[src/design/fts_pkg.sv]
package fts_pkg;
  localparam int TEMP_W = 10;
  localparam int CNT_W = 36;
  localparam logic [TEMP_W-1:0] FTS_SETPOINT_C = 10'h096;
  localparam logic [TEMP_W-1:0] FTS_OVERHEAT_C = 10'h0B9;
  localparam logic [TEMP_W-1:0] FTS_WARMUP_THR_C = 10'h08C;
  localparam int CLK_PERIOD_NS = 10;
  localparam int WARMUP_MS = 60000;
  localparam int HEATON_MS = 120000;
  localparam longint WARMUP_CYC = longint'(WARMUP_MS) * 1000000 / CLK_PERIOD_NS;
  localparam longint HEATON_CYC = longint'(HEATON_MS) * 1000000 / CLK_PERIOD_NS;
  localparam logic [3:0] FAULT_NONE = 4'h0;
  localparam logic [3:0] FAULT_SENSOR_CUTOFF = 4'h1;
  localparam logic [3:0] FAULT_WARMUP_TIMEOUT = 4'h2;
  localparam logic [3:0] FAULT_HEATER_STUCK = 4'h3;
  localparam logic [3:0] FAULT_OVERHEAT = 4'h4;
  localparam logic [CNT_W-1:0] CNT_ONE = 36'h000000001;
  localparam logic [CNT_W-1:0] CNT_ZERO = 36'h000000000;
  typedef enum logic [1:0] {
    FTS_WARMUP = 2'b00,
    FTS_REGULATE = 2'b01,
    FTS_FAULT = 2'b10
  } fts_state_type;
endpackage

[src/design/fts_supervisor.sv]
`timescale 1ns/1ns
`default_nettype none
// Summary of operation
// - Heater on below 150 C set point, off above it.
// - At overheat limit near 185 C, open relay, cut heater, halt printing.
// - Overheat relay-cut input reports overheat fault code and stops printing.
// - Relay-cut opens heater relay regardless of normal regulation.
// - Thermistor shutdown flag reports sensor cut-off fault and stops printing.
// - Warm-up threshold not reached in time gives warm-up timeout fault.
// - Heater drive held on too long gives stuck-heater fault.
// - Active-low heater drive output switches the heater lamps.
// - Roller temperature arrives as a digital converter value.
module fts_supervisor
  import fts_pkg::*;
#(
  parameter logic [TEMP_W-1:0] SETPOINT = FTS_SETPOINT_C,
  parameter logic [TEMP_W-1:0] OVERHEAT_LIMIT = FTS_OVERHEAT_C,
  parameter logic [TEMP_W-1:0] WARMUP_THR = FTS_WARMUP_THR_C,
  parameter logic [CNT_W-1:0] WARMUP_LIMIT = CNT_W'(WARMUP_CYC),
  parameter logic [CNT_W-1:0] HEATON_LIMIT = CNT_W'(HEATON_CYC)
)(
  input wire logic core_clk_i, // Clock, 100 MHz
  input wire logic rst_b_i, // Async reset, active low
  input wire logic [TEMP_W-1:0] adc_temp_i, // Converted roller temperature
  input wire logic adc_valid_i, // New conversion result
  input wire logic overheat_relay_cut_i, // Overheat comparator level
  input wire logic thermistor_shutdown_flag_i, // Thermistor shutdown level
  output logic heater_drive_n_o, // Heater lamps, low = on
  output logic heater_relay_o, // Relay closed when high
  output logic print_enable_o, // Printing allowed
  output logic fuser_ready_o, // Warm-up done
  output logic [3:0] fault_code_o // Panel fault code
);
  typedef struct packed {
    fts_state_type st;
    logic [TEMP_W-1:0] temp;
    logic heat_on;
    logic drive_n;
    logic relay;
    logic prn_en;
    logic ready;
    logic [3:0] code;
  } fts_sup_type;
  fts_sup_type s_r, s_nxt;
  logic warm_exp, heat_exp;

  fts_timer u_warm (
    .core_clk_i(core_clk_i),
    .rst_b_i(rst_b_i),
    .run_i(s_r.st == FTS_WARMUP),
    .limit_i(WARMUP_LIMIT),
    .expired_o(warm_exp)
  );
  fts_timer u_heat (
    .core_clk_i(core_clk_i),
    .rst_b_i(rst_b_i),
    .run_i(s_r.heat_on),
    .limit_i(HEATON_LIMIT),
    .expired_o(heat_exp)
  );

  always_comb begin
    s_nxt = s_r;
    if (adc_valid_i) begin
      s_nxt.temp = adc_temp_i;
    end
    unique case (s_r.st)
      FTS_WARMUP, FTS_REGULATE: begin
        // Fault priority: sensor, overheat, timeouts
        if (thermistor_shutdown_flag_i) begin
          s_nxt.code = FAULT_SENSOR_CUTOFF;
        end else if (overheat_relay_cut_i) begin
          s_nxt.code = FAULT_OVERHEAT;
        end else if (s_r.temp >= OVERHEAT_LIMIT) begin
          s_nxt.code = FAULT_OVERHEAT;
        end else if (warm_exp && s_r.st == FTS_WARMUP) begin
          s_nxt.code = FAULT_WARMUP_TIMEOUT;
        end else if (heat_exp) begin
          s_nxt.code = FAULT_HEATER_STUCK;
        end
        if (s_nxt.code != FAULT_NONE) begin
          s_nxt.st = FTS_FAULT;
          s_nxt.heat_on = 1'b0;
          s_nxt.relay = 1'b0;
          s_nxt.prn_en = 1'b0;
          s_nxt.ready = 1'b0;
        end else begin
          s_nxt.relay = 1'b1;
          s_nxt.heat_on = (s_r.temp < SETPOINT);
          if (s_r.st == FTS_WARMUP && s_r.temp >= WARMUP_THR) begin
            s_nxt.st = FTS_REGULATE;
            s_nxt.ready = 1'b1;
            s_nxt.prn_en = 1'b1;
          end
        end
      end
      FTS_FAULT: begin
        s_nxt.heat_on = 1'b0;
        s_nxt.relay = 1'b0;
        s_nxt.prn_en = 1'b0;
      end
      default: begin
        s_nxt.st = FTS_FAULT;
        s_nxt.heat_on = 1'b0;
        s_nxt.relay = 1'b0;
        s_nxt.prn_en = 1'b0;
      end
    endcase
    // Pin level registered so the output comes straight from a flop
    s_nxt.drive_n = ~s_nxt.heat_on;
  end

  always_ff @(posedge core_clk_i or negedge rst_b_i) begin
    if (!rst_b_i) begin
      s_r.st <= FTS_WARMUP;
      s_r.temp <= '0;
      s_r.heat_on <= 1'b0;
      s_r.drive_n <= 1'b1;
      s_r.relay <= 1'b0;
      s_r.prn_en <= 1'b0;
      s_r.ready <= 1'b0;
      s_r.code <= FAULT_NONE;
    end else begin
      s_r <= s_nxt;
    end
  end

  assign heater_drive_n_o = s_r.drive_n;
  assign heater_relay_o = s_r.relay;
  assign print_enable_o = s_r.prn_en;
  assign fuser_ready_o = s_r.ready;
  assign fault_code_o = s_r.code;
endmodule // fts_supervisor
`default_nettype wire

[src/design/fts_timer.sv]
`timescale 1ns/1ns
`default_nettype none
module fts_timer
  import fts_pkg::*;
(
  input wire logic core_clk_i, // Clock
  input wire logic rst_b_i, // Async reset, active low
  input wire logic run_i, // Count while high, clear when low
  input wire logic [CNT_W-1:0] limit_i, // Expiry count
  output logic expired_o // Count reached limit
);
  typedef struct packed {
    logic [CNT_W-1:0] cnt;
    logic expired;
  } fts_tmr_type;
  fts_tmr_type s_r, s_nxt;
  always_comb begin
    s_nxt = s_r;
    if (!run_i) begin
      s_nxt.cnt = CNT_ZERO;
      s_nxt.expired = 1'b0;
    end else if (s_r.cnt >= limit_i - CNT_ONE) begin
      s_nxt.expired = 1'b1;
    end else begin
      s_nxt.cnt = s_r.cnt + CNT_ONE;
    end
  end
  always_ff @(posedge core_clk_i or negedge rst_b_i) begin
    if (!rst_b_i) begin
      s_r <= '0;
    end else begin
      s_r <= s_nxt;
    end
  end
  assign expired_o = s_r.expired;
endmodule // fts_timer
`default_nettype wire

[config.mk]
export PLATFORM = sky130hd
export DESIGN_NAME = fts_supervisor
export DESIGN_NICKNAME = d
export VERILOG_FILES = /design/src/design/fts_pkg.sv /design/src/design/fts_supervisor.sv /design/src/design/fts_timer.sv
export SDC_FILE = /design/constraint.sdc
export NUM_CORES = 1
export LEC_CHECK = 0
export ABC_AREA = 0
export BUFFER_PORTS_ARGS = -buffer_cell sky130_fd_sc_hd__buf_2
export CORE_MARGIN = 8
export CORE_UTILIZATION = 55
export CTS_BUF_LIST = sky130_fd_sc_hd__clkbuf_8
export DETAILED_ROUTE_END_ITERATION = 8
export PLACE_DENSITY = 0.72
export SLEW_MARGIN = 10
export SYNTH_ARGS = -nofsm -noshare
export SYNTH_HDL_FRONTEND = slang
export SYNTH_SLANG_ARGS = --single-unit
[constraint.sdc]
create_clock -name core_clk_i -period 2.5 [get_ports core_clk_i]
set_input_delay 0.375 -clock core_clk_i [delete_from_list [all_inputs] [get_ports core_clk_i]]
set_output_delay 0.375 -clock core_clk_i [all_outputs]
set_load 0.005 [all_outputs]
==> results.json, run 1 <==
{
  "outcome": "finished clean",
  "cts_tree": "built",
  "pre_cts_ws_ns": 0.168,
  "wirelength_um": 10600,
  "syn_to_final_growth_pct": 8.36,
  "die_h_um": 112,
  "core_um2": 9060,
  "syn_inst": 530,
  "relSlewSlack_pct": 54.1,
  "synth-edff-count": 0,
  "maxCapViolCount": 0,
  "grt_pass1_vias": 3799,
  "r2r_setup_slack_ns": 0.15,
  "tns_ns": 0,
  "worst_pin_slew_ns": 0.689,
  "async_reset_ff_share_pct": 100,
  "grt_pass1_wl_um": 18200,
  "worstPathArrival_ns": 2.64,
  "yosysWarningCount": 0,
  "mostFrequentLayoutCell": "dfrtp_1",
  "antennaDiodeCount": 0,
  "drc": 0,
  "synth_fa_ha_area_share_pct": 0.495,
  "setup_violations": 0,
  "io_pins": 23,
  "worstPathMaxFanout": 47,
  "r2r_end": "u_heat.s_r[16]",
  "syn_nets": 547,
  "wl_per_cell_um": 15.9,
  "final_cell_mix": "dfrtp_1, nor2_1, nand2_1",
  "dr_total_vias": 4095,
  "hold_violations": 0,
  "reg2reg_depth": 7,
  "muxShareOfSynthArea_pct": 3.81,
  "critPathMaxStageDelay_ns": 0.52,
  "path_cells": "a2111oi_1 > o21ai_1 > a41oi_2 > o21ai_4 > buf_12 > or4_1 > a21oi_1",
  "nFillCells": 787,
  "crit-reg2reg-launch": "u_heat.s_r[17]",
  "synthesis.area_um2": 5060,
  "cellPowerDensity_nw_per_um2": 481,
  "crit_path_end_kind": "register",
  "clk_pin_slew_ns": 0.11,
  "nets": 565,
  "cp_slowest_cell": "or4_1",
  "gp_congestion": 0.823,
  "io_buffers": 22,
  "worstSetupPathType": "register to register",
  "synth_area_leader_cell": "dfrtp_1",
  "period_minus_slack_ns": 2.35,
  "worst-path-buf-inv": 1,
  "synth_compound_area_share_pct": 12.7,
  "ys_types": 65,
  "synth_top_cell_area_share_pct": 46.5,
  "gr-total-overflow": 0,
  "place_area_um2": 5280,
  "dp_hpwl_um": 7240,
  "crit_family": "compound AO/OA/AOI/OAI gates",
  "cts_setup_buffers": 0,
  "fmax_mhz": 426,
  "ir_drop_uv": 332,
  "power_uw": 2640,
  "max-clock-path-buffers": 2,
  "multi_input_area_um2": 2490,
  "first_iter_violations": 292,
  "synth_top_family_by_area": "simple AND/OR/NAND/NOR gates",
  "grt_max_degree": 56,
  "worst_slack_ns": 0.154,
  "leakagePower_uw": 0.00221,
  "synth-seq-area-share_pct": 47.0,
  "clockRootBuffer": "clkbuf_8",
  "clkLatencyLatePin_ns": 0.37,
  "ys_seq_elements": 95,
  "synthSimpleGateAreaFrac_pct": 27.4,
  "fp.dieArea_um2": 12500,
  "skew_ns": 0.0164,
  "rows": 35,
  "initial_core_util_pct": 55.8,
  "drtAntennaViolNets": 0,
  "min_path_type": "input pin to asynchronous set/reset pin",
  "antenna_found_initial": 0,
  "cts_made_buffers": 9,
  "cts_sinks": 95,
  "crit_cells": 7,
  "track_usage_pct": 17.5,
  "worstSetupStartpointType": "register",
  "htree_levels": 3,
  "vias_per_cell": 6.17,
  "cp.required_ns": 2.79,
  "yosys-top-cells-area": "dfrtp_1, xor2_1, nor2_1, nand4_1, a21oi_1",
  "ctsHoldBuffers": 0,
  "regArea_um2": 2380,
  "first_pass_iters": 5,
  "final_max_slew_viol_count": 0,
  "fp.dieW_um": 112,
  "synth-xor-area-share_pct": 4.50,
  "fin_area_um2": 5480,
  "syn-mean-instance-area_um2": 9.54,
  "final_layout_size_suffix_gt1_share_pct": 14.6,
  "grt_setup_unrepaired": "false",
  "postSynth.topFlopCell": "dfrtp_1",
  "period_share_pct": 93.8
}
-- area by class of cell --
class                           instances  share of cell area [%]
Clock buffer                            9                    2.26
Sequential cell                        95                    43.4
Tap cell                              111                    2.53
Timing Repair Buffer                   37                    4.34
Multi-Input combinational cell        393                    45.5
Inverter                               12                   0.822
Clock inverter                          7                    1.16
-- power by group --
part           switching, µW  internal, µW  total (µW)  leakage [µW]
combinational           51.9          35.9        87.8      0.000825
clock                    598           382         981     0.0000899
sequential              14.8          1550        1570       0.00129
total                    665          1970        2640       0.00221
-- worst max path at each step --
stage               slack [ns]           start        endpoint
floorplan                 0.42   u_heat.s_r[4]  u_heat.s_r[16]
global placement          0.30   u_heat.s_r[4]  u_heat.s_r[28]
detailed placement        0.17  u_heat.s_r[17]  u_heat.s_r[28]
CTS                       0.13  u_heat.s_r[17]  u_heat.s_r[28]
global route              0.03  u_warm.s_r[20]  u_warm.s_r[10]
finish                    0.15  u_heat.s_r[17]  u_heat.s_r[16]
-- Yosys cell counts, drive strengths merged, types with 3 or more instances --
cell type and n:
dfrtp 94, nor2 54, nand2 37, nand4 32, a21oi 31, nand3 29, xor2 23, clkbuf 21
o21ai 17, and3 15, or4 15, o31ai 14, or3 14, nor4 12, inv 11, mux2 10
and2 9, buf 9, mux2i 8, nand2b 8, nor3 8, and4 6, a211oi 5, o211ai 5
o21a 4, o21bai 4, a211o 3, or2 3, xnor2 3
-- kinds of logic after synthesis --
logic type,Yosys count
multiplexers,18
AO/OA/AOI/OAI,98
AND/OR/NAND/NOR,249
adder cells (fa/ha/maj),2
flip-flops,95
buffers and inverters,42
XOR/XNOR,26
-- metal layers --
| layer | routed length [µm] | share of wire, % | GRT usage (%) | vias up |
|---|---|---|---|---|
| li1 | - | - | - | 1990 |
| met4 | 82 | 0.78 | 5.65 | 0 |
| met2 | 5020 | 48 | 27.9 | 83 |
| met1 | 5080 | 48 | 23.3 | 2014 |
| met5 | 0 | 0 | 0 | - |
| met3 | 389 | 3.7 | 3.52 | 8 |
-- timing repair --
action | 4_1_cts | 5_1_grt
setup endpoints to repair | 0 | 5
endpoints found under the hold margin | 0 | 0
gates resized for setup | 0 | 3
-- registers in the layout, indices dropped and copies added, names as in the netlist --
| signal | flops |
|---|---|
| u_heat.s_r | 36 |
| u_warm.s_r | 36 |
| s_r | 13 |
| fault_code_o | 4 |
| fuser_ready_o | 1 |
| heater_drive_n_o | 1 |
| heater_relay_o | 1 |
| print_enable_o | 1 |
| u_heat.expired_o | 1 |
| u_warm.expired_o | 1 |
-- metrics by stage --
step	util, %	std cells	hold WS, ns
after floorplan	-	530	0.0794
after global placement	58.3	648	0.462
after detailed placement	58.3	648	0.467
after CTS	60.3	664	0.0528
after global routing	60.5	664	0.0842
final	60.5	664	0.0330
Power figures use the tool's default switching activity.
==> run 2, diff against run 1 <==
Settings changed: CORE_UTILIZATION 55 to 62, HOLD_SLACK_MARGIN from default to 0.1, PLACE_DENSITY 0.72 to 0.8.
==> run 2 against run 1 <==
  * Critical path type unchanged
  * Sequential power hardly changed
  * Critical endpoint unchanged
  * Sequential cell count unchanged
  * Maximum frequency is 0.93% higher
==> results.json, run 2 (synthesized netlist as in run 1, its figures left out) <==
{
  "outcome": "finished clean",
  "fmax_mhz": 430,
  "clockRootBuffer": "clkbuf_8",
  "cts_tree": "built",
  "period_minus_slack_ns": 2.32,
  "largestRegisters": "u_heat.s_r: 36 flops, u_warm.s_r: 36 flops, s_r: 13 flops",
  "worst_slack_ns": 0.176,
  "gr-total-overflow": 0,
  "r2r_setup_slack_ns": 0.18,
  "grt_setup_unrepaired": "false",
  "ir_drop_uv": 318,
  "first_pass_iters": 4,
  "worstSetupPathType": "register to register",
  "wl_per_cell_um": 15.7,
  "cp_slowest_cell": "or4_1",
  "final_max_slew_viol_count": 0,
  "nets": 563,
  "worstPathMaxFanout": 22,
  "antenna_found_initial": 0,
  "post-route-util_pct": 67.7,
  "reg2reg_depth": 7,
  "min_path_type": "input pin to register",
  "leakagePower_uw": 0.00220,
  "vias_per_cell": 6.21,
  "critPathMaxStageDelay_ns": 0.51,
  "hold_violations": 0,
  "cts_sinks": 95,
  "crit_path_end_kind": "register",
  "relSlewSlack_pct": 58.0,
  "die_h_um": 106,
  "antennaDiodeCount": 0,
  "rows": 33,
  "max-clock-path-buffers": 2,
  "track_usage_pct": 19.3,
  "crit-reg2reg-launch": "u_heat.s_r[16]",
  "final_cell_mix": "dfrtp_1, nor2_1, nand2_1",
  "final_layout_size_suffix_gt1_share_pct": 13.6,
  "worstHoldStart": "adc_temp_i[3]",
  "period_share_pct": 93.0,
  "dr_total_vias": 4077,
  "setup_violations": 0,
  "worst_pin_slew_ns": 0.630,
  "clk_pin_slew_ns": 0.10,
  "worstSetupStartpointType": "register",
  "r2r_end": "u_heat.s_r[16]",
  "drc": 0,
  "dp_hpwl_um": 7170,
  "cts_made_buffers": 9,
  "cellPowerDensity_nw_per_um2": 472,
  "mostFrequentLayoutCell": "dfrtp_1",
  "core_um2": 8050,
  "drtAntennaViolNets": 0,
  "wirelength_um": 10300,
  "io_pins": 23,
  "grt_pass1_wl_um": 18100,
  "grt_max_degree": 61,
  "htree_levels": 3,
  "cp.required_ns": 2.79,
  "pre_cts_ws_ns": 0.232,
  "tns_ns": 0,
  "path_cells": "a2111oi_1 > o21ai_1 > a41oi_2 > o21ai_4 > buf_4 > or4_1 > a21oi_1",
  "clkLatencyLatePin_ns": 0.36,
  "io_buffers": 22,
  "syn_to_final_growth_pct": 7.72,
  "gp_congestion": 0.846,
  "maxCapViolCount": 0,
  "initial_core_util_pct": 62.8,
  "worstPathArrival_ns": 2.62,
  "whs_endpoint": "s_r[12]",
  "grt_pass1_vias": 3890,
  "first_iter_violations": 214,
  "fp.dieW_um": 106,
  "fp.dieArea_um2": 11300,
  "worstHoldPathCells": 2,
  "cts_setup_buffers": 0,
  "skew_ns": 0.00967
}
## run 2: cell count changes in the layout (fill, tap and decap cells not counted), moves of 2 or more
cell	previous run	this run
inv_8	2	0
buf_4	15	11
clkinvlp_4	2	0
clkinv_2	0	2
## run 2: critical path, delay by kind of cell, from the launching register on
kind	cells	cell delay, ns
flip-flops	1	0.45
AO/OA/AOI/OAI	5	1.08
AND/OR/NAND/NOR	1	0.51
buffers and inverters	1	0.22
## run 2: power breakdown
part / internal, µW / leakage (µW) / switching (µW)
sequential: 1550 / 0.00129 / 14.5
clock: 366 / 0.0000952 / 552
combinational: 36.1 / 0.000819 / 51.2
## run 2: timing repair
item / 4_1_cts / 5_1_grt
hold endpoints to repair: 35 / 0
hold buffers: 1 / 0
resized for setup: 0 / 1
endpoints found under the setup margin: 0 / 4
## run 2: stage by stage
stage                     area [µm²]  std cells  total power [µW]  hold slack, ns
after CTS                       5450        656              2600           0.223
after global routing            5450        656              2670           0.218
after global placement          5260        639              1680           0.365
final                           5450        656              2570           0.236
after detailed placement        5260        639              1690           0.373
after floorplan                 5060        530              1630          0.0794
## run 2: worst max path at each step
stage,from,end,slack (ns),cells past startpoint
2_1_floorplan,u_heat.s_r[4],u_heat.s_r[16],0.42,8
3_3_place_gp,u_heat.s_r[16],u_heat.s_r[16],0.27,7
3_5_place_dp,u_heat.s_r[17],u_heat.s_r[20],0.23,7
4_1_cts,u_heat.s_r[17],u_heat.s_r[20],0.18,7
5_1_grt,u_heat.s_r[16],u_heat.s_r[16],0.02,7
6_report,u_heat.s_r[16],u_heat.s_r[16],0.18,7
## run 2: cell type report
class	instances	area [µm²]
Clock buffer	9	124
Clock inverter	7	48.8
Fill cell	623	2600
Inverter	12	45.0
Multi-Input combinational cell	393	2480
Sequential cell	95	2380
Tap cell	105	131
Timing Repair Buffer	35	238
## run 2: routing by layer
metal / routed length [µm] / up-vias / track usage (%)
met3: 464 / 11 / 3.75
met5: 0 / - / 0
met2: 4960 / 101 / 30.1
li1: - / 1976 / -
met4: 121 / 0 / 7.14
met1: 4790 / 1989 / 26.2
